### src/common/fci_pkg.sv
// shared constants and carrier types for the flight computer instruction control block
package fci_pkg;
    // stored word: parity in bit 15, sign in bit 14, magnitude in bits 13..0
    localparam int DW = 15;
    localparam int AW = 12;
    // fixed start, interrupt vector and counter base locations
    localparam logic [11:0] ADDR_GO = 12'h800;
    localparam logic [11:0] INT_VEC_BASE = 12'h810;
    localparam logic [11:0] CNT_BASE = 12'h020;
    // order code register and stage counter presets
    localparam logic [6:0] SQ_INT = 7'h47;
    localparam logic [6:0] SQ_CLR = 7'h00;
    localparam logic [2:0] ST_INT = 3'h0;
    localparam logic [2:0] ST_START = 3'h1;
    localparam logic [2:0] ST_GOTO = 3'h3;
    localparam logic [2:0] ST_OPER = 3'h1;
    localparam logic [2:0] ST_STORE = 3'h2;
    // basic order codes
    localparam logic [2:0] ORD_TC = 3'h0;
    localparam logic [2:0] ORD_CA = 3'h3;
    localparam logic [2:0] ORD_TS = 3'h5;
    localparam logic [2:0] ORD_AD = 3'h6;
    // special addresses used with order code 0
    localparam logic [11:0] SP_EXTEND = 12'h006;
    localparam logic [11:0] SP_SWINT = 12'h007;
    localparam logic [11:0] SP_RESUME = 12'h00f;
    // extended order codes and channel quarter codes
    localparam logic [2:0] EXT_CHAN = 3'h0;
    localparam logic [2:0] EXT_SU = 3'h6;
    localparam logic [2:0] QC_RDCH = 3'h0;
    localparam logic [2:0] QC_WRCH = 3'h1;
    // interrupt sources, lowest index wins
    localparam int NINT = 4;
    localparam int INT_TIMER = 0;
    localparam int INT_TLM = 1;
    localparam int INT_KEY = 2;
    localparam int INT_SW = 3;
    // register offsets and reset values
    localparam logic [11:0] REG_CTRL = 12'h000;
    localparam logic [11:0] REG_GOTO = 12'h004;
    localparam logic [11:0] REG_STAT = 12'h008;
    localparam logic [11:0] REG_ACC = 12'h00c;
    localparam logic [11:0] REG_ERR = 12'h010;
    localparam logic [11:0] REG_KEY = 12'h014;
    localparam logic CTRL_RUN_RST = 1'b1;
    localparam int CTRL_RUN_BIT = 0;
    localparam int CTRL_INTEN_BIT = 1;

    typedef struct packed {
        logic req;
        logic we;
        logic [11:0] addr;
        logic [15:0] wdata;
    } fci_mem_req_s;
endpackage : fci_pkg

### src/hw/fci_parity.sv
// odd parity generator and checker for one memory word
`timescale 1ns/1ps
module fci_parity #(
    parameter int W = 15
) (
    // word under test
    input wire logic [W-1:0] data,
    input wire logic parIn,
    // results
    output logic parGen,
    output logic parBad
);
    // generated bit makes the total count of ones odd
    assign parGen = ~(^data);
    assign parBad = ~(^{parIn, data});
endmodule : fci_parity

### src/hw/fci_top.sv
// instruction sequencing, priority control and counter service of the flight computer
// What this block does
// - top three address bits extend the order code for selected instructions
// - erasable-only instructions drop the two top address bits; fixed ones keep all
// - special instructions are recognised by order code plus fixed address
// - one special instruction sets extend mode for the next instruction word
// - channel instructions touch only channels; extracodes do rarer arithmetic
// - interrupts get order code and address from logic in basic word layout
// - counter requests pick the operation; logic supplies one of 29 counter addresses
// - one interrupt starts the machine at power-up and traps; another runs periodically
// - program can invoke a separate software interrupt (INT_SW), not the periodic one, to test the machine
// - counters step by one in ones-complement or in twos-complement
// - next instruction address is current address plus one
// - instruction ends when next order code and address are held
// - ones-complement arithmetic on 14 bits plus sign with an overflow bit
// - check parity on every memory read, generate it on every write
// - parity is odd over the stored word
// - each incremental pulse makes a counter address and priority request
// - counter service writes the address to memory and updates its contents
// - main time counter is fed by timer pulses and spans 745.65 hours
// - telemetry end pulses raise a priority request
// - a key press latches the keycode and raises the keypad request
// - interrupt sets the order code to 1000111; start and goto clear it
// - stage preset: interrupt 000, start 001, goto 011
// - interrupts and counter work win over regular instructions
// - words are 16 bits; bit 15 uncorrected sign, bit 16 true sign
//
// Chosen here: the placing of the registers and the APB register port.
`timescale 1ns/1ps
module fci_top #(
    parameter int NCNT = 29,
    parameter logic [28:0] TWOS_MASK = 29'h0000_0003
) (
    // clock and reset
    input wire logic core_clk,
    input wire logic rst,
    // register bus
    input wire logic psel,
    input wire logic penable,
    input wire logic pwrite,
    input wire logic [11:0] paddr,
    input wire logic [31:0] pwdata,
    output logic [31:0] prdata,
    output logic pready,
    output logic pslverr,
    // memory port
    output fci_pkg::fci_mem_req_s memOut,
    input wire logic memAck,
    input wire logic [15:0] memRdata,
    // input/output channels
    output logic [8:0] chanAddr,
    output logic [14:0] chanWdata,
    output logic chanWr,
    input wire logic [14:0] chanRdata,
    // incremental pulse sources
    input wire logic [NCNT-1:0] cntUp,
    input wire logic [NCNT-1:0] cntDn,
    input wire logic timerTick,
    input wire logic tlmEnd,
    input wire logic keyStrobe,
    input wire logic [4:0] keyCode,
    input wire logic trap,
    // status
    output logic parityErr,
    output logic overflow,
    output logic [4:0] keyData
);
    typedef enum logic [2:0] {S_NEXT, S_FETCH, S_EXEC, S_RD, S_WR, S_CRD, S_CWR} fci_state_e;

    fci_state_e state_reg;
    logic [15:0] acc_reg;
    logic [11:0] pc_reg, addr_reg, intRet_reg, goto_reg;
    logic [6:0] sq_reg;
    logic [2:0] stage_reg;
    logic extMode_reg, run_reg, intEn_reg, inInt_reg, startPend_reg, gotoPend_reg;
    logic [NCNT-1:0] pendUp_reg, pendDn_reg;
    logic [fci_pkg::NINT-1:0] intPend_reg;
    logic [4:0] cntIdx_reg;
    logic cntDir_reg, errSticky_reg;
    logic [15:0] cntVal_reg;

    // bus decode
    wire busWr = psel && penable && pready && pwrite;
    wire hitCtrl = (paddr == fci_pkg::REG_CTRL);
    wire hitGoto = (paddr == fci_pkg::REG_GOTO);
    wire hitStat = (paddr == fci_pkg::REG_STAT);
    wire hitAcc = (paddr == fci_pkg::REG_ACC);
    wire hitErr = (paddr == fci_pkg::REG_ERR);
    wire hitKey = (paddr == fci_pkg::REG_KEY);
    wire hitAny = hitCtrl || hitGoto || hitStat || hitAcc || hitErr || hitKey;
    wire [31:0] rdSel;
    assign rdSel = hitCtrl ? {30'h0, intEn_reg, run_reg} :
                   hitGoto ? {20'h0, goto_reg} :
                   hitStat ? {5'h0, state_reg, stage_reg, sq_reg, pc_reg, extMode_reg, inInt_reg} :
                   hitAcc ? {16'h0, acc_reg} :
                   hitErr ? {31'h0, errSticky_reg} :
                   hitKey ? {27'h0, keyData} : 32'h0;

    // parity on the read path and on the write path
    logic rdBad, rdGen, wrGen, wrBad;
    logic [14:0] wrWord;
    fci_parity #(.W(fci_pkg::DW)) uChk (
        .data(memRdata[14:0]), .parIn(memRdata[15]), .parGen(rdGen), .parBad(rdBad));
    fci_parity #(.W(fci_pkg::DW)) uGen (
        .data(wrWord), .parIn(1'b0), .parGen(wrGen), .parBad(wrBad));
    wire readDone = memOut.req && !memOut.we && memAck;

    // instruction fields
    wire [2:0] ord = memRdata[14:12];
    wire [11:0] fAddr = memRdata[11:0];
    wire [2:0] qc = memRdata[11:9];
    wire isSpecial = (ord == fci_pkg::ORD_TC) && !extMode_reg;
    wire isExtend = isSpecial && (fAddr == fci_pkg::SP_EXTEND);
    wire isSwInt = isSpecial && (fAddr == fci_pkg::SP_SWINT);
    wire isResume = isSpecial && (fAddr == fci_pkg::SP_RESUME);
    wire isErasable = (ord == fci_pkg::ORD_TS) && !extMode_reg;

    // ones-complement add with end-around carry on the 16-bit internal form
    function automatic logic [15:0] oc_add(input logic [15:0] a, input logic [15:0] b);
        logic [16:0] s;
        s = {1'b0, a} + {1'b0, b};
        oc_add = s[15:0] + {15'h0, s[16]};
    endfunction : oc_add
    function automatic logic [15:0] widen(input logic [14:0] w);
        widen = {w[14], w};
    endfunction : widen
    wire [15:0] opWide = widen(memRdata[14:0]);
    wire [15:0] sumAd = oc_add(acc_reg, opWide);
    wire [15:0] sumSu = oc_add(acc_reg, ~opWide);
    wire ovfAd = sumAd[15] ^ sumAd[14];
    wire ovfSu = sumSu[15] ^ sumSu[14];

    // counter arbitration, lowest pending index first
    wire [NCNT-1:0] pendAny = pendUp_reg | pendDn_reg;
    logic [4:0] cntPick;
    always_comb begin
        cntPick = 5'h0;
        for (int i = NCNT - 1; i >= 0; i--) begin
            if (pendAny[i]) begin
                cntPick = 5'(i);
            end
        end
    end
    logic [1:0] intPick;
    always_comb begin
        intPick = 2'h0;
        for (int i = fci_pkg::NINT - 1; i >= 0; i--) begin
            if (intPend_reg[i]) begin
                intPick = 2'(i);
            end
        end
    end

    // counter update arithmetic
    wire twos = TWOS_MASK[cntIdx_reg];
    wire [15:0] cntWide = widen(memRdata[14:0]);
    wire [15:0] ocStep = oc_add(cntWide, cntDir_reg ? 16'hfffe : 16'h0001);
    wire [14:0] tcStep = cntDir_reg ? memRdata[14:0] - 15'h1 : memRdata[14:0] + 15'h1;
    wire [14:0] cntNew = twos ? tcStep : {ocStep[15], ocStep[13:0]};
    // time counter low word carries into the next location at wrap
    wire timeCarry = (cntIdx_reg == 5'h0) && !cntDir_reg && (memRdata[13:0] == 14'h3fff);
    assign wrWord = (state_reg == S_CRD) ? (timeCarry ? 15'h0 : cntNew) : {acc_reg[15], acc_reg[13:0]};

    wire [NCNT-1:0] cntClr = (state_reg == S_NEXT && |pendAny && !startPend_reg && !gotoPend_reg)
                             ? (NCNT'(1) << cntPick) : '0;
    wire [NCNT-1:0] carrySet = (state_reg == S_CRD && memAck && timeCarry) ? NCNT'(2) : '0;
    wire [fci_pkg::NINT-1:0] intSet = {
        (state_reg == S_FETCH) && readDone && isSwInt, keyStrobe, tlmEnd, timerTick};
    wire takeInt = state_reg == S_NEXT && !startPend_reg && !gotoPend_reg && !(|pendAny)
                   && |intPend_reg && intEn_reg && !inInt_reg && run_reg;
    wire [fci_pkg::NINT-1:0] intClr = takeInt ? (fci_pkg::NINT'(1) << intPick) : '0;

    // register bus slave, zero wait states
    always_ff @(posedge core_clk or posedge rst) begin
        if (rst) begin
            pready <= 1'b0;
            pslverr <= 1'b0;
            prdata <= 32'h0;
        end else begin
            pready <= psel && !penable;
            pslverr <= psel && !penable && !hitAny;
            prdata <= (psel && !penable && !pwrite) ? rdSel : 32'h0;
        end
    end

    // request latches; a new event wins over its own clear
    always_ff @(posedge core_clk or posedge rst) begin
        if (rst) begin
            pendUp_reg <= '0;
            pendDn_reg <= '0;
            intPend_reg <= '0;
            keyData <= 5'h0;
        end else begin
            pendUp_reg <= (pendUp_reg & ~cntClr) | cntUp | carrySet;
            pendDn_reg <= (pendDn_reg & ~cntClr) | cntDn;
            intPend_reg <= (intPend_reg & ~intClr) | intSet;
            if (keyStrobe) begin
                keyData <= keyCode;
            end
        end
    end

    // software control and error status
    always_ff @(posedge core_clk or posedge rst) begin
        if (rst) begin
            run_reg <= fci_pkg::CTRL_RUN_RST;
            intEn_reg <= 1'b1;
            goto_reg <= fci_pkg::ADDR_GO;
            errSticky_reg <= 1'b0;
            parityErr <= 1'b0;
        end else begin
            parityErr <= readDone && rdBad;
            if (readDone && rdBad) begin
                errSticky_reg <= 1'b1;
            end else if (busWr && hitErr && pwdata[0]) begin
                errSticky_reg <= 1'b0;
            end
            if (busWr && hitCtrl) begin
                run_reg <= pwdata[fci_pkg::CTRL_RUN_BIT];
                intEn_reg <= pwdata[fci_pkg::CTRL_INTEN_BIT];
            end
            if (busWr && hitGoto) begin
                goto_reg <= pwdata[11:0];
            end
        end
    end

    // sequencer
    always_ff @(posedge core_clk or posedge rst) begin
        if (rst) begin
            state_reg <= S_NEXT;
            pc_reg <= fci_pkg::ADDR_GO;
            sq_reg <= fci_pkg::SQ_CLR;
            stage_reg <= fci_pkg::ST_START;
            startPend_reg <= 1'b0;
            gotoPend_reg <= 1'b0;
            extMode_reg <= 1'b0;
            inInt_reg <= 1'b0;
            intRet_reg <= 12'h0;
            addr_reg <= 12'h0;
            acc_reg <= 16'h0;
            overflow <= 1'b0;
            memOut <= '0;
            cntIdx_reg <= 5'h0;
            cntDir_reg <= 1'b0;
            cntVal_reg <= 16'h0;
            chanAddr <= 9'h0;
            chanWdata <= 15'h0;
            chanWr <= 1'b0;
        end else begin
            chanWr <= 1'b0;
            if (trap) begin
                startPend_reg <= 1'b1;
            end
            if (busWr && hitGoto) begin
                gotoPend_reg <= 1'b1;
            end
            case (state_reg)
                S_NEXT: begin
                    // boundary: only here may priority work break in
                    if (startPend_reg && !trap) begin
                        startPend_reg <= 1'b0;
                        sq_reg <= fci_pkg::SQ_CLR;
                        stage_reg <= fci_pkg::ST_START;
                        pc_reg <= fci_pkg::ADDR_GO;
                        extMode_reg <= 1'b0;
                        inInt_reg <= 1'b0;
                    end else if (gotoPend_reg && !(busWr && hitGoto)) begin
                        gotoPend_reg <= 1'b0;
                        sq_reg <= fci_pkg::SQ_CLR;
                        stage_reg <= fci_pkg::ST_GOTO;
                        pc_reg <= goto_reg;
                    end else if (|pendAny) begin
                        cntIdx_reg <= cntPick;
                        cntDir_reg <= !pendUp_reg[cntPick];
                        memOut.req <= 1'b1;
                        memOut.we <= 1'b0;
                        memOut.addr <= fci_pkg::CNT_BASE + {7'h0, cntPick};
                        state_reg <= S_CRD;
                    end else if (takeInt) begin
                        sq_reg <= fci_pkg::SQ_INT;
                        stage_reg <= fci_pkg::ST_INT;
                        intRet_reg <= pc_reg;
                        inInt_reg <= 1'b1;
                        pc_reg <= fci_pkg::INT_VEC_BASE + {8'h0, intPick, 2'b00};
                    end else if (run_reg) begin
                        memOut.req <= 1'b1;
                        memOut.we <= 1'b0;
                        memOut.addr <= pc_reg;
                        state_reg <= S_FETCH;
                    end
                end
                S_FETCH: begin
                    if (memAck) begin
                        memOut.req <= 1'b0;
                        pc_reg <= pc_reg + 12'h1;
                        sq_reg <= {extMode_reg, ord, qc};
                        stage_reg <= 3'h0;
                        extMode_reg <= isExtend;
                        addr_reg <= isErasable ? {2'b00, fAddr[9:0]} : fAddr;
                        state_reg <= S_EXEC;
                    end
                end
                S_EXEC: begin
                    state_reg <= S_NEXT;
                    if (!sq_reg[6] && sq_reg[5:3] == fci_pkg::ORD_TC) begin
                        if (addr_reg == fci_pkg::SP_RESUME) begin
                            pc_reg <= intRet_reg;
                            inInt_reg <= 1'b0;
                        end else if (addr_reg != fci_pkg::SP_EXTEND && addr_reg != fci_pkg::SP_SWINT) begin
                            pc_reg <= addr_reg;
                        end
                    end else if (sq_reg[6] && sq_reg[5:3] == fci_pkg::EXT_CHAN) begin
                        chanAddr <= addr_reg[8:0];
                        if (sq_reg[2:0] == fci_pkg::QC_WRCH) begin
                            chanWdata <= {acc_reg[15], acc_reg[13:0]};
                            chanWr <= 1'b1;
                        end else if (sq_reg[2:0] == fci_pkg::QC_RDCH) begin
                            acc_reg <= widen(chanRdata);
                        end
                    end else if (!sq_reg[6] && sq_reg[5:3] == fci_pkg::ORD_TS) begin
                        stage_reg <= fci_pkg::ST_STORE;
                        memOut <= '{req: 1'b1, we: 1'b1, addr: addr_reg, wdata: 16'h0};
                        state_reg <= S_WR;
                    end else begin
                        stage_reg <= fci_pkg::ST_OPER;
                        memOut.req <= 1'b1;
                        memOut.we <= 1'b0;
                        memOut.addr <= addr_reg;
                        state_reg <= S_RD;
                    end
                end
                S_RD: begin
                    if (memAck) begin
                        memOut.req <= 1'b0;
                        state_reg <= S_NEXT;
                        if (sq_reg[6] && sq_reg[5:3] == fci_pkg::EXT_SU) begin
                            acc_reg <= sumSu;
                            overflow <= ovfSu;
                        end else if (!sq_reg[6] && sq_reg[5:3] == fci_pkg::ORD_AD) begin
                            acc_reg <= sumAd;
                            overflow <= ovfAd;
                        end else if (!sq_reg[6] && sq_reg[5:3] == fci_pkg::ORD_CA) begin
                            acc_reg <= opWide;
                        end
                    end
                end
                S_WR: begin
                    memOut.wdata <= {wrGen, wrWord};
                    if (memAck) begin
                        memOut.req <= 1'b0;
                        state_reg <= S_NEXT;
                    end
                end
                S_CRD: begin
                    if (memAck) begin
                        cntVal_reg <= {wrGen, wrWord};
                        memOut <= '{req: 1'b1, we: 1'b1, addr: memOut.addr,
                                    wdata: {wrGen, wrWord}};
                        state_reg <= S_CWR;
                    end
                end
                S_CWR: begin
                    if (memAck) begin
                        memOut.req <= 1'b0;
                        state_reg <= S_NEXT;
                    end
                end
                default: state_reg <= S_NEXT;
            endcase
        end
    end
endmodule : fci_top

### config.mk
export PLATFORM = sky130hd
export DESIGN_NAME = fci_top
export DESIGN_NICKNAME = d
export VERILOG_FILES = /design/src/common/fci_pkg.sv /design/src/hw/fci_parity.sv /design/src/hw/fci_top.sv
export SDC_FILE = /design/constraint.sdc
export NUM_CORES = 1
export LEC_CHECK = 0
export ABC_AREA = 1
export BUFFER_PORTS_ARGS = -buffer_cell sky130_fd_sc_hd__buf_2
export CAP_MARGIN = 10
export CORE_ASPECT_RATIO = 1.75
export CORE_MARGIN = 1
export CORE_UTILIZATION = 30
export CTS_CLUSTER_SIZE = 12
export DETAILED_ROUTE_END_ITERATION = 8
export PLACE_DENSITY = 0.46
export RECOVER_POWER = 50
export SYNTH_ARGS = -nofsm -noshare
export SYNTH_HDL_FRONTEND = slang
export SYNTH_SLANG_ARGS = --single-unit
export TNS_END_PERCENT = 1
### constraint.sdc
create_clock -name core_clk -period 9.5 [get_ports core_clk]
set_input_delay 0.475 -clock core_clk [delete_from_list [all_inputs] [get_ports core_clk]]
set_output_delay 0.475 -clock core_clk [all_outputs]
set_load 0.01 [all_outputs]
==> insert_results.sql, run 1 <==
INSERT INTO impl_metrics (metric_group, metric, value, unit) VALUES
('run_status', 'failed_checks', 'max-capacitance violations, max-slew violations', ''),
('cts', 'h-tree-depth', '1', ''),
('sta', 'final.min_clock_period', '6.24', 'ns'),
('routing', 'drt-initial-drc-count', '890', ''),
('floorplan', 'std_cell_rows', '110', ''),
('cts', 'cts_inserted_buffers', '27', ''),
('final_layout', 'mostFrequentLayoutCell', 'nand2_1', ''),
('sta', 'worst-slew-pin-transition', '5.76', 'ns'),
('final_layout', 'syn2layout_area_growth', '16.5', '%'),
('synth', 'synth_top_family_by_area', 'simple AND/OR/NAND/NOR gates', ''),
('routing', 'vias_per_cell', '5.09', ''),
('placed_design', 'dp_hpwl', '53.8', 'mm'),
('floorplan', 'fp.dieArea', '53500', 'um2'),
('synth', 'leading_post_synthesis_cells_by_cell_area', 'dfrtp_1 37%, nand2_1 9.1%, inv_1 7.2%', ''),
('min_path', 'timing.hold.worst_endpoint', 'pendDn_reg[1]', ''),
('floorplan', 'core', '51600', 'um2'),
('run_status', 'status', 'finished, violations left', ''),
('synth', 'synth_top_flop_cell', 'dfrtp_1', ''),
('synth', 'synth.top_cell.area_share', '37.5', '%'),
('sta', 'finalMaxSlewViolations', '179', ''),
('routing', 'drc', '0', ''),
('sta', 'clock-skew-final', '0.0350', 'ns'),
('synth', 'synthesis.area_per_instance', '7.54', 'um2'),
('worst_setup_path', 'timing.critical_path.max_delay_family', 'buffers and inverters', ''),
('worst_setup_path', 'crit_required', '9.47', 'ns'),
('pwr', 'p_leak', '8.91', 'nW'),
('final_layout', 'layout.cells.most_common_list', '384 x nand2_1, 302 x inv_1, 236 x dfrtp_1', ''),
('flow_run', 'timing.max_cap.violations', '2', ''),
('routing', 'wirelength', '66.2', 'mm'),
('sta', 'relSlewSlack', '-286', '%'),
('worst_setup_path', 'worst-endpoint-arrival', '6.21', 'ns'),
('worst_setup_path', 'critPathMaxFanout', '121', ''),
('synth', 'post_synth_mux_area_share', '0.857', '%'),
('synth', 'synth-edff-count', '0', ''),
('grt', 'vias_in_the_first_global_route', '15300', ''),
('min_path', 'min-delay-path-class', 'input pin to register', ''),
('grt', 'gr-usage-all-layers', '24.5', '%'),
('worst_setup_path', 'crit-reg2reg-launch', 'acc_reg[0]', ''),
('synth', 'synth_area', '15800', 'um2'),
('worst_setup_path', 'worstSetupPathType', 'input pin to asynchronous set/reset pin', ''),
('synth', 'post_synthesis_compound_gate_area_fraction', '19.6', '%'),
('worst_setup_path', 'largest_stage_delay_worst_path', '3.19', 'ns'),
('synth', 'synth_top_area_cell', 'dfrtp_1', ''),
('worst_setup_path', 'setup.reg_to_reg.worst_slack', '3.99', 'ns'),
('floorplan', 'floorplan.io_pins', '244', ''),
('routing', 'dr_vias', '15200', ''),
('cts', 'clock-sinks', '241', ''),
('pwr', 'final_total_power', '5.10', 'mW'),
('synth', 'area_share_of_and_or_nand_nor_cells_after_synthesis', '22.0', '%'),
('synth', 'netlist_instances', '2089', ''),
('worst_setup_path', 'worst_r2r_endpoint', 'overflow', ''),
('cts', 'root_buffer', 'clkbuf_16', ''),
('synth', 'synth_warnings', '0', ''),
('worst_setup_path', 'start_kind', 'input pin', ''),
('final_layout', 'filler_cell_count', '5665', ''),
('routing', 'drt-pass1-iter-count', '5', ''),
('worst_setup_path', 'critical_path_depth', '3', ''),
('cts', 'clkLatencyLatePin', '0.57', 'ns'),
('worst_setup_path', 'timing.reg2reg.worst_path_depth', '28', ''),
('min_path', 'min-delay-start', 'cntDn[1]', ''),
('pwr', 'power-per-cell-area', '278', 'nW/um2'),
('synth', 'ys_seq_area_share', '38.3', '%'),
('cts', 'cts_resized', '0', ''),
('routing', 'route.antenna.remaining_nets', '0', ''),
('placed_design', 'placed_cells_incl_taps', '2944', ''),
('worst_setup_path', 'critPathLaunch', 'rst', ''),
('cts', 'post-cts-setup-buffer-count', '0', ''),
('worst_setup_path', 'critical_path.endpoint_type', 'asynchronous set/reset pin', ''),
('grt', 'globalRouteOverflowTotal', '0', ''),
('final_layout', 'final_net_count', '2525', ''),
('cts', 'clock_path_buffers', '3', '');
## metal layers
| metal | share of wire (%) | vias up | GRT usage, % |
|---|---|---|---|
| met2 | 55 | 475 | 47.9 |
| met1 | 35 | 7294 | 24.4 |
| li1 | - | 7329 | - |
| met4 | 6.4 | 2 | 13.9 |
| met5 | 0.020 | - | 0 |
| met3 | 4.0 | 141 | 2.62 |
## layout make-up
| cell class | count | area, um2 | area share (%) |
|---|---|---|---|
| Antenna cell | 1 | 2.50 | 0.0136 |
| Timing Repair Buffer | 236 | 1110 | 6.05 |
| Clock buffer | 37 | 773 | 4.21 |
| Sequential cell | 241 | 6040 | 32.9 |
| Multi-Input combinational cell | 1481 | 8320 | 45.4 |
| Tap cell | 672 | 841 | 4.58 |
| Inverter | 314 | 1180 | 6.43 |
| Clock inverter | 10 | 82.6 | 0.450 |
## cell usage after synthesis (17+ instances only)
cell type,number
clkbuf_1,46
nand4_1,19
o211ai_1,27
dfrtp_1,236
inv_1,303
xor2_1,47
nor2_1,206
o21bai_1,71
o21ai_1,17
ha_1,72
nand3_1,97
nor3_1,55
a21oi_1,100
nand2_1,384
o21ai_0,200
## how the worst max path moves through the flow
stage	endpoint	slack (ns)
floorplan	acc_reg[0]	2.42
global placement	overflow	3.59
detailed placement	overflow	3.58
CTS	overflow	3.96
global route	memOut[24]	1.91
finish	pendDn_reg[12]	3.26
## report_power, final
group	switching, mW	internal (mW)
clock	0.462	0.593
combinational	1.83	0.801
sequential	0.189	1.23
total	2.48	2.62
## per-stage QoR
step | setup WS [ns] | cell area [um2] | util, %
after floorplan | 2.42 | 15800 | -
after global placement | 3.59 | 17600 | 34.1
after detailed placement | 3.58 | 17600 | 34.1
after CTS | 3.96 | 18500 | 35.8
after global routing | 1.91 | 18300 | 35.6
final | 3.26 | 18400 | 35.6
## cells by family (layout without fill, tap and decap cells)
group           count (synthesis)  count (layout)
simple gates                  811             811
compound gates                510             510
buf+inv                       372             597
flops                         241             241
fa+ha+maj                      76              76
xor+xnor                       66              66
mux                            12              12
other cells                     1               7
No activity file was read; power rests on OpenSTA's default activity.
==> run 2, diff against run 1 <==
clock period = 6 ns   (was 9.5 ns; I/O delays follow)
==> run 2 against run 1 <==
  * The flow still finishes with violations (max-capacitance violations, max-slew violations)
  * Non-clock buffer count is 96 higher
  * Clock power rose by 68%
  * Clock-buffer cell count grew 6
  * Critical path depth rose by 23
  * Cell area is 5.5% higher
  * Worst hold slack got worse by 0.063 ns
  * Die area stayed put
  * Global-route usage up 0.74 points
  * Combinational power grew 61%
  * First-iteration DRC count grew 0.45%
  * Cell count increased by 3.3%
  * Critical path type is now register to register
  * Total power grew 61%
==> insert_results.sql, run 2 (synthesis gave the netlist of run 1 again) <==
INSERT INTO impl_metrics (metric_group, metric, value, unit) VALUES
('worst_setup_path', 'worst-endpoint-arrival', '5.71', 'ns'),
('floorplan', 'chipWidth', '175', 'um'),
('cts', 'clk_pin_slew', '0.06', 'ns'),
('grt', 'grt_pass1_wl', '99.9', 'mm'),
('min_path', 'min-delay-path-class', 'input pin to register', ''),
('final_layout', 'layout.cells.most_common_list', '384 x nand2_1, 302 x inv_1, 236 x dfrtp_1', ''),
('sta', 'timing.final.setup_violations', '0', ''),
('sta', 'fmax', '0.190', 'GHz'),
('placed_design', 'gp_congestion', '0.947', ''),
('final_layout', 'syn2layout_area_growth', '22.9', '%'),
('cts', 'cts_tree', 'built', ''),
('routing', 'wirelength', '67.6', 'mm'),
('worst_setup_path', 'critPathLaunch', 'cntDir_reg', ''),
('routing', 'route.met2.wl', '36.8', 'mm'),
('routing', 'route.detailed.wl_per_inst', '21.9', 'um'),
('floorplan', 'floorplan.die.height', '305', 'um'),
('floorplan', 'fp.dieArea', '53500', 'um2'),
('grt', 'grt_start_max_net_pins', '152', ''),
('floorplan', 'core', '51600', 'um2'),
('final_layout', 'final_instance_count_excl_fillers', '3091', ''),
('flow_run', 'timing.max_cap.violations', '2', ''),
('routing', 'route.antenna.remaining_nets', '0', ''),
('routing', 'top_layer_used', 'met5', ''),
('sta', 'relSlewSlack', '-96.2', '%'),
('pwr', 'power-per-cell-area', '425', 'nW/um2'),
('final_layout', 'finish.utilization', '37.5', '%'),
('worst_setup_path', 'critical_path.endpoint_type', 'register', ''),
('run_status', 'failed_checks', 'max-capacitance violations, max-slew violations', ''),
('cts', 'h-tree-depth', '1', ''),
('final_layout', 'antenna-diode-count', '0', ''),
('grt', 'vias_in_the_first_global_route', '16100', ''),
('worst_setup_path', 'start_kind', 'register', ''),
('final_layout', 'drive_gt1_share', '11.1', '%'),
('floorplan', 'floorplan.io_pins', '244', ''),
('pwr', 'p_leak', '9.34', 'nW'),
('min_path', 'min-delay-start', 'chanRdata[10]', ''),
('sta', 'worst-slew-pin-transition', '2.94', 'ns'),
('final_layout', 'final_net_count', '2622', ''),
('worst_setup_path', 'crit-reg2reg-launch', 'cntDir_reg', ''),
('sta', 'tns', '0', 'ns'),
('sta', 'finalMaxSlewViolations', '93', ''),
('cts', 'clkLatencyLatePin', '0.58', 'ns'),
('routing', 'met3_wirelength', '2.49', 'mm'),
('grt', 'gr-usage-all-layers', '25.2', '%'),
('cts', 'clock-sinks', '241', ''),
('cts', 'root_buffer', 'clkbuf_16', ''),
('routing', 'drc', '0', ''),
('cts', 'post-cts-setup-buffer-count', '0', ''),
('cts', 'cts_inserted_buffers', '28', ''),
('placed_design', 'buffer_ports.inserted', '217', ''),
('grt', 'globalRouteOverflowTotal', '0', ''),
('sta', 'post_route_clock_period_utilization', '87.6', '%'),
('routing', 'vias_per_cell', '5.02', ''),
('sta', 'hold_ws', '0.0218', 'ns'),
('sta', 'timing.final.hold_violations', '0', ''),
('placed_design', 'placement.setup.worst_slack', '0.644', 'ns'),
('pwr', 'ir_drop', '0.000235', 'V'),
('floorplan', 'std_cell_rows', '110', ''),
('worst_setup_path', 'critPathMaxFanout', '13', ''),
('routing', 'met1_length', '23.7', 'mm'),
('final_layout', 'mostFrequentLayoutCell', 'nand2_1', ''),
('routing', 'drt-initial-drc-count', '894', ''),
('grt', 'antenna_found_initial', '2', ''),
('routing', 'drt-pass1-iter-count', '7', ''),
('placed_design', 'dp_hpwl', '54.5', 'mm'),
('cts', 'clock_path_buffers', '3', ''),
('run_status', 'status', 'finished, violations left', ''),
('placed_design', 'placed_cells_incl_taps', '2955', ''),
('sta', 'unrepaired_setup_endpoints_after_global_routing', 'false', ''),
('final_layout', 'largest_reg_flops', '30', ''),
('worst_setup_path', 'worstSetupPathType', 'register to register', ''),
('floorplan', 'starting_density_of_the_core', '30.5', '%'),
('worst_setup_path', 'crit_required', '6.46', 'ns'),
('sta', 'final.min_clock_period', '5.26', 'ns'),
('sta', 'finalWorstSetupSlack', '0.741', 'ns'),
('routing', 'dr_vias', '15500', ''),
('sta', 'clock-skew-final', '0.0181', 'ns');
[run 2: timing repair]
item | CTS | global route
resized for setup | 0 | 0
endpoints found under the hold margin | 120 | 0
hold buffers | 85 | 0
[run 2: final timing paths]
path	slack [ns]	depth (start not counted)	end
setup / recovery	0.74	26	memOut[15]
hold / removal	0.02	3	acc_reg[10]
setup reg to reg	0.74	26	memOut[15]
hold reg to reg	0.48	2	memOut[27]
max in group asynchronous	1.84	4	pendDn_reg[11]
min in group asynchronous	0.71	3	pready
[run 2: per-layer routing]
layer | up-vias | global-route usage, %
met5 | - | 0
li1 | 7514 | -
met1 | 7379 | 25.1
met3 | 161 | 2.41
met2 | 462 | 49.3
met4 | 4 | 15.3
[run 2: stage by stage]
stage / power [mW] / cell area [um2]
floorplan: 5.01 / 15800
global placement: 6.45 / 17700
detailed placement: 6.46 / 17700
CTS: 8.32 / 19500
global route: 8.81 / 19400
finish: 8.23 / 19400
[run 2: critical path: stages, from the launching register on]
cell and delay, ns:
dfrtp_1 0.53, buf_4 0.28, ha_1 0.49, a21oi_1 0.21, o21ai_1 0.22, a21o_1 0.23, a21oi_1 0.13, o21ai_0 0.26
inv_1 0.10, o21bai_1 0.18, ha_1 0.22, ha_1 0.18, nand2_1 0.06, inv_1 0.07, nand2_1 0.08, nor2_2 0.17
and3_1 0.21, nand2_1 0.07, nor2_2 0.16, nand2_1 0.12, a21oi_1 0.20, o22ai_2 0.11, xor2_1 0.21, xor2_1 0.18
xor2_1 0.20, xor2_1 0.16, o21ai_1 0.07
[run 2: area by class of cell]
class / count / area (um2)
clock inverters: 8 / 77.6
fillers: 5546 / 32200
repair buffers: 332 / 2050
multi-input cells: 1481 / 8320
clock buffers: 43 / 858
inverters: 314 / 1180
flip-flops and latches: 241 / 6040
well taps: 672 / 841
[run 2: where the power goes]
group          internal (mW)  switching, mW  leakage, nW  total (mW)
clock                   1.03          0.750        0.457        1.78
sequential              1.94          0.283         2.90        2.23
combinational           1.31           2.92         5.99        4.23
==> run 3, diff against run 2 <==
CTS_BUF_LIST = sky130_fd_sc_hd__clkbuf_4   (was unset)
HOLD_SLACK_MARGIN = 0.03   (was unset)
==> run 3 against run 2 <==
  * The run still ends with max-capacitance violations, max-slew violations left
  * Via count up 3.6%
  * Setup slack got worse by 0.058 ns
  * Clock power decreased by 9%
  * Clock skew up 0.065 ns
  * Cell area increased by 1.9%
  * Worst hold slack improved by 0.14 ns
  * First-iteration DRC count is 7.7% higher
  * Non-clock buffer count increased by 45
  * Total power shrank 1.7%
  * Highest routed layer unchanged
==> insert_results.sql, run 3 (synthesis gave the netlist of run 1 again) <==
INSERT INTO impl_metrics (metric_group, metric, value, unit) VALUES
('run_status', 'status', 'finished, violations left', ''),
('run_status', 'failed_checks', 'max-capacitance violations, max-slew violations', ''),
('grt', 'vias_in_the_first_global_route', '16800', ''),
('min_path', 'min-delay-start', 'paddr[2]', ''),
('worst_setup_path', 'critical_path.endpoint_type', 'register', ''),
('worst_setup_path', 'crit-reg2reg-launch', 'acc_reg[0]', ''),
('sta', 'clock-skew-final', '0.0830', 'ns'),
('final_layout', 'syn2layout_area_growth', '25.2', '%'),
('final_layout', 'filler_cell_count', '5545', ''),
('worst_setup_path', 'critPathMaxFanout', '4', ''),
('pwr', 'p_leak', '9.58', 'nW'),
('placed_design', 'placement.cell_area', '17700', 'um2'),
('cts', 'cts_inserted_buffers', '70', ''),
('routing', 'route.detailed.wl_per_inst', '21.5', 'um'),
('worst_setup_path', 'crit_required', '6.62', 'ns'),
('floorplan', 'fp.dieArea', '53500', 'um2'),
('worst_setup_path', 'timing.reg2reg.worst_path_depth', '28', ''),
('sta', 'tns', '0', 'ns'),
('sta', 'finalWorstSetupSlack', '0.684', 'ns'),
('grt', 'globalRouteOverflowTotal', '0', ''),
('cts', 'clk_pin_slew', '0.06', 'ns'),
('grt', 'grt_pass1_wl', '102', 'mm'),
('grt', 'antenna_found_initial', '2', ''),
('worst_setup_path', 'start_kind', 'register', ''),
('worst_setup_path', 'critical_path.most_common_cell', 'nand2_1', ''),
('grt', 'gr-usage-all-layers', '25.9', '%'),
('worst_setup_path', 'worst_r2r_endpoint', 'overflow', ''),
('floorplan', 'starting_density_of_the_core', '30.5', '%'),
('placed_design', 'gp_congestion', '0.947', ''),
('final_layout', 'finish.utilization', '38.2', '%'),
('cts', 'clock_path_buffers', '3', ''),
('cts', 'h-tree-depth', '3', ''),
('routing', 'drt-pass1-iter-count', '7', ''),
('cts', 'clkLatencyLatePin', '0.80', 'ns'),
('routing', 'dr_vias', '16100', ''),
('sta', 'finalMaxSlewViolations', '93', ''),
('grt', 'grt_start_max_net_pins', '152', ''),
('flow_run', 'timing.max_cap.violations', '2', ''),
('pwr', 'ir_drop', '0.000211', 'V'),
('final_layout', 'layout.cells.most_common_list', '384 x nand2_1, 302 x inv_1, 236 x dfrtp_1', ''),
('sta', 'timing.final.hold_violations', '0', ''),
('worst_setup_path', 'largest_stage_delay_worst_path', '0.55', 'ns'),
('worst_setup_path', 'critical-path-slowest-cell', 'or4_4', ''),
('sta', 'unrepaired_setup_endpoints_after_global_routing', 'false', ''),
('final_layout', 'multi_input_area', '8310', 'um2'),
('final_layout', 'largest_reg_flops', '30', ''),
('final_layout', 'post-route-cell-area', '19700', 'um2'),
('min_path', 'min-delay-path-class', 'input pin to register', ''),
('min_path', 'hold-path-cell-count', '7', ''),
('floorplan', 'chipWidth', '175', 'um'),
('placed_design', 'placement.setup.worst_slack', '0.644', 'ns'),
('final_layout', 'mostFrequentLayoutCell', 'nand2_1', ''),
('cts', 'cts_tree', 'built', ''),
('worst_setup_path', 'worst-endpoint-arrival', '5.93', 'ns'),
('sta', 'fmax', '0.188', 'GHz'),
('floorplan', 'floorplan.io_pins', '244', ''),
('final_layout', 'register_area', '6040', 'um2'),
('sta', 'post_route_clock_period_utilization', '88.6', '%'),
('floorplan', 'std_cell_rows', '110', ''),
('placed_design', 'dp_hpwl', '54.5', 'mm'),
('cts', 'root_buffer', 'clkbuf_4', ''),
('pwr', 'power-per-cell-area', '410', 'nW/um2'),
('routing', 'drt-initial-drc-count', '963', ''),
('placed_design', 'buffer_ports.inserted', '217', ''),
('cts', 'clock-sinks', '241', ''),
('sta', 'relSlewSlack', '-101', '%'),
('routing', 'route.antenna.remaining_nets', '0', ''),
('sta', 'timing.final.setup_violations', '0', ''),
('routing', 'vias_per_cell', '5.03', ''),
('min_path', 'timing.hold.worst_endpoint', 'errSticky_reg', ''),
('final_layout', 'drive_gt1_share', '13.0', '%'),
('floorplan', 'core', '51600', 'um2'),
('worst_setup_path', 'setup.reg_to_reg.worst_slack', '0.68', 'ns'),
('floorplan', 'floorplan.die.height', '305', 'um'),
('sta', 'worst-slew-pin-transition', '3.02', 'ns'),
('sta', 'hold_ws', '0.162', 'ns'),
('routing', 'wirelength', '68.6', 'mm'),
('final_layout', 'final_net_count', '2709', ''),
('worst_setup_path', 'worstSetupPathType', 'register to register', ''),
('routing', 'drc', '0', ''),
('sta', 'final.min_clock_period', '5.32', 'ns');
==> run 3: cell types whose count changed in the layout (fill, tap and decap cells not counted), moves of 2 or more <==
| cell | change |
|---|---|
| clkbuf_8 | -8 |
| inv_2 | +2 |
| clkbuf_4 | +99 |
| dlygate4sd3_1 | +45 |
| inv_6 | -2 |
| clkbuf_1 | -5 |
| clkinv_1 | +7 |
| clkinv_2 | -2 |
| clkbuf_16 | -29 |
==> run 3: area by class of cell <==
cell class	instances	area share, %
multi-input combinational	1481	42.1
sequential	241	30.6
timing repair buffer	377	12.7
inverter	314	5.98
tap	672	4.26
clock buffer	99	3.77
clock inverter	14	0.577
antenna	1	0.0127
==> run 3: worst max-delay path: cells and delay by family (launching register included) <==
| family | cells | cell delay [ns] |
|---|---|---|
| XOR/XNOR | 1 | 0.14 |
| AND/OR/NAND/NOR | 16 | 2.65 |
| flip-flops | 1 | 0.43 |
| buffers and inverters | 2 | 0.13 |
| adder cells (fa/ha/maj) | 4 | 0.96 |
| AO/OA/AOI/OAI | 5 | 0.83 |
==> run 3: where the power goes <==
part	internal (mW)	leakage (nW)	switching [mW]	total, mW
registers	1.94	2.90	0.284	2.23
clock network	0.837	0.507	0.779	1.62
logic	1.32	6.18	2.93	4.25
==> run 3: metrics by stage <==
stage                     total power [mW]  instances
after CTS                             8.20       3198
after global placement                6.45       2955
after global routing                  8.71       3199
after floorplan                       5.01       2094
final                                 8.09       3199
after detailed placement              6.46       2955
==> run 3: metal layers <==
metal | track usage, % | vias to the layer above | share of wire [%]
li1 | - | 7732 | -
met1 | 24.9 | 7604 | 34
met2 | 49.5 | 559 | 54
met3 | 3.98 | 189 | 4.5
met4 | 17.9 | 2 | 7.5
met5 | 0 | - | 0.019
==> run 3: how the worst max path moves through the flow <==
stage	start	to	cells past startpoint
2_1_floorplan	memRdata[0]	overflow	29
3_3_place_gp	memRdata[0]	overflow	30
3_5_place_dp	memRdata[0]	overflow	30
4_1_cts	acc_reg[0]	overflow	28
5_1_grt	cntDir_reg	memOut[15]	26
6_report	acc_reg[0]	overflow	28
==> run 3: timing repair <==
item | CTS | global route
buffers inserted | 0 | 0
hold buffers | 130 | 0
endpoints found under the setup margin | 0 | 0
resized for setup | 0 | 0
hold endpoints to repair | 157 | 0
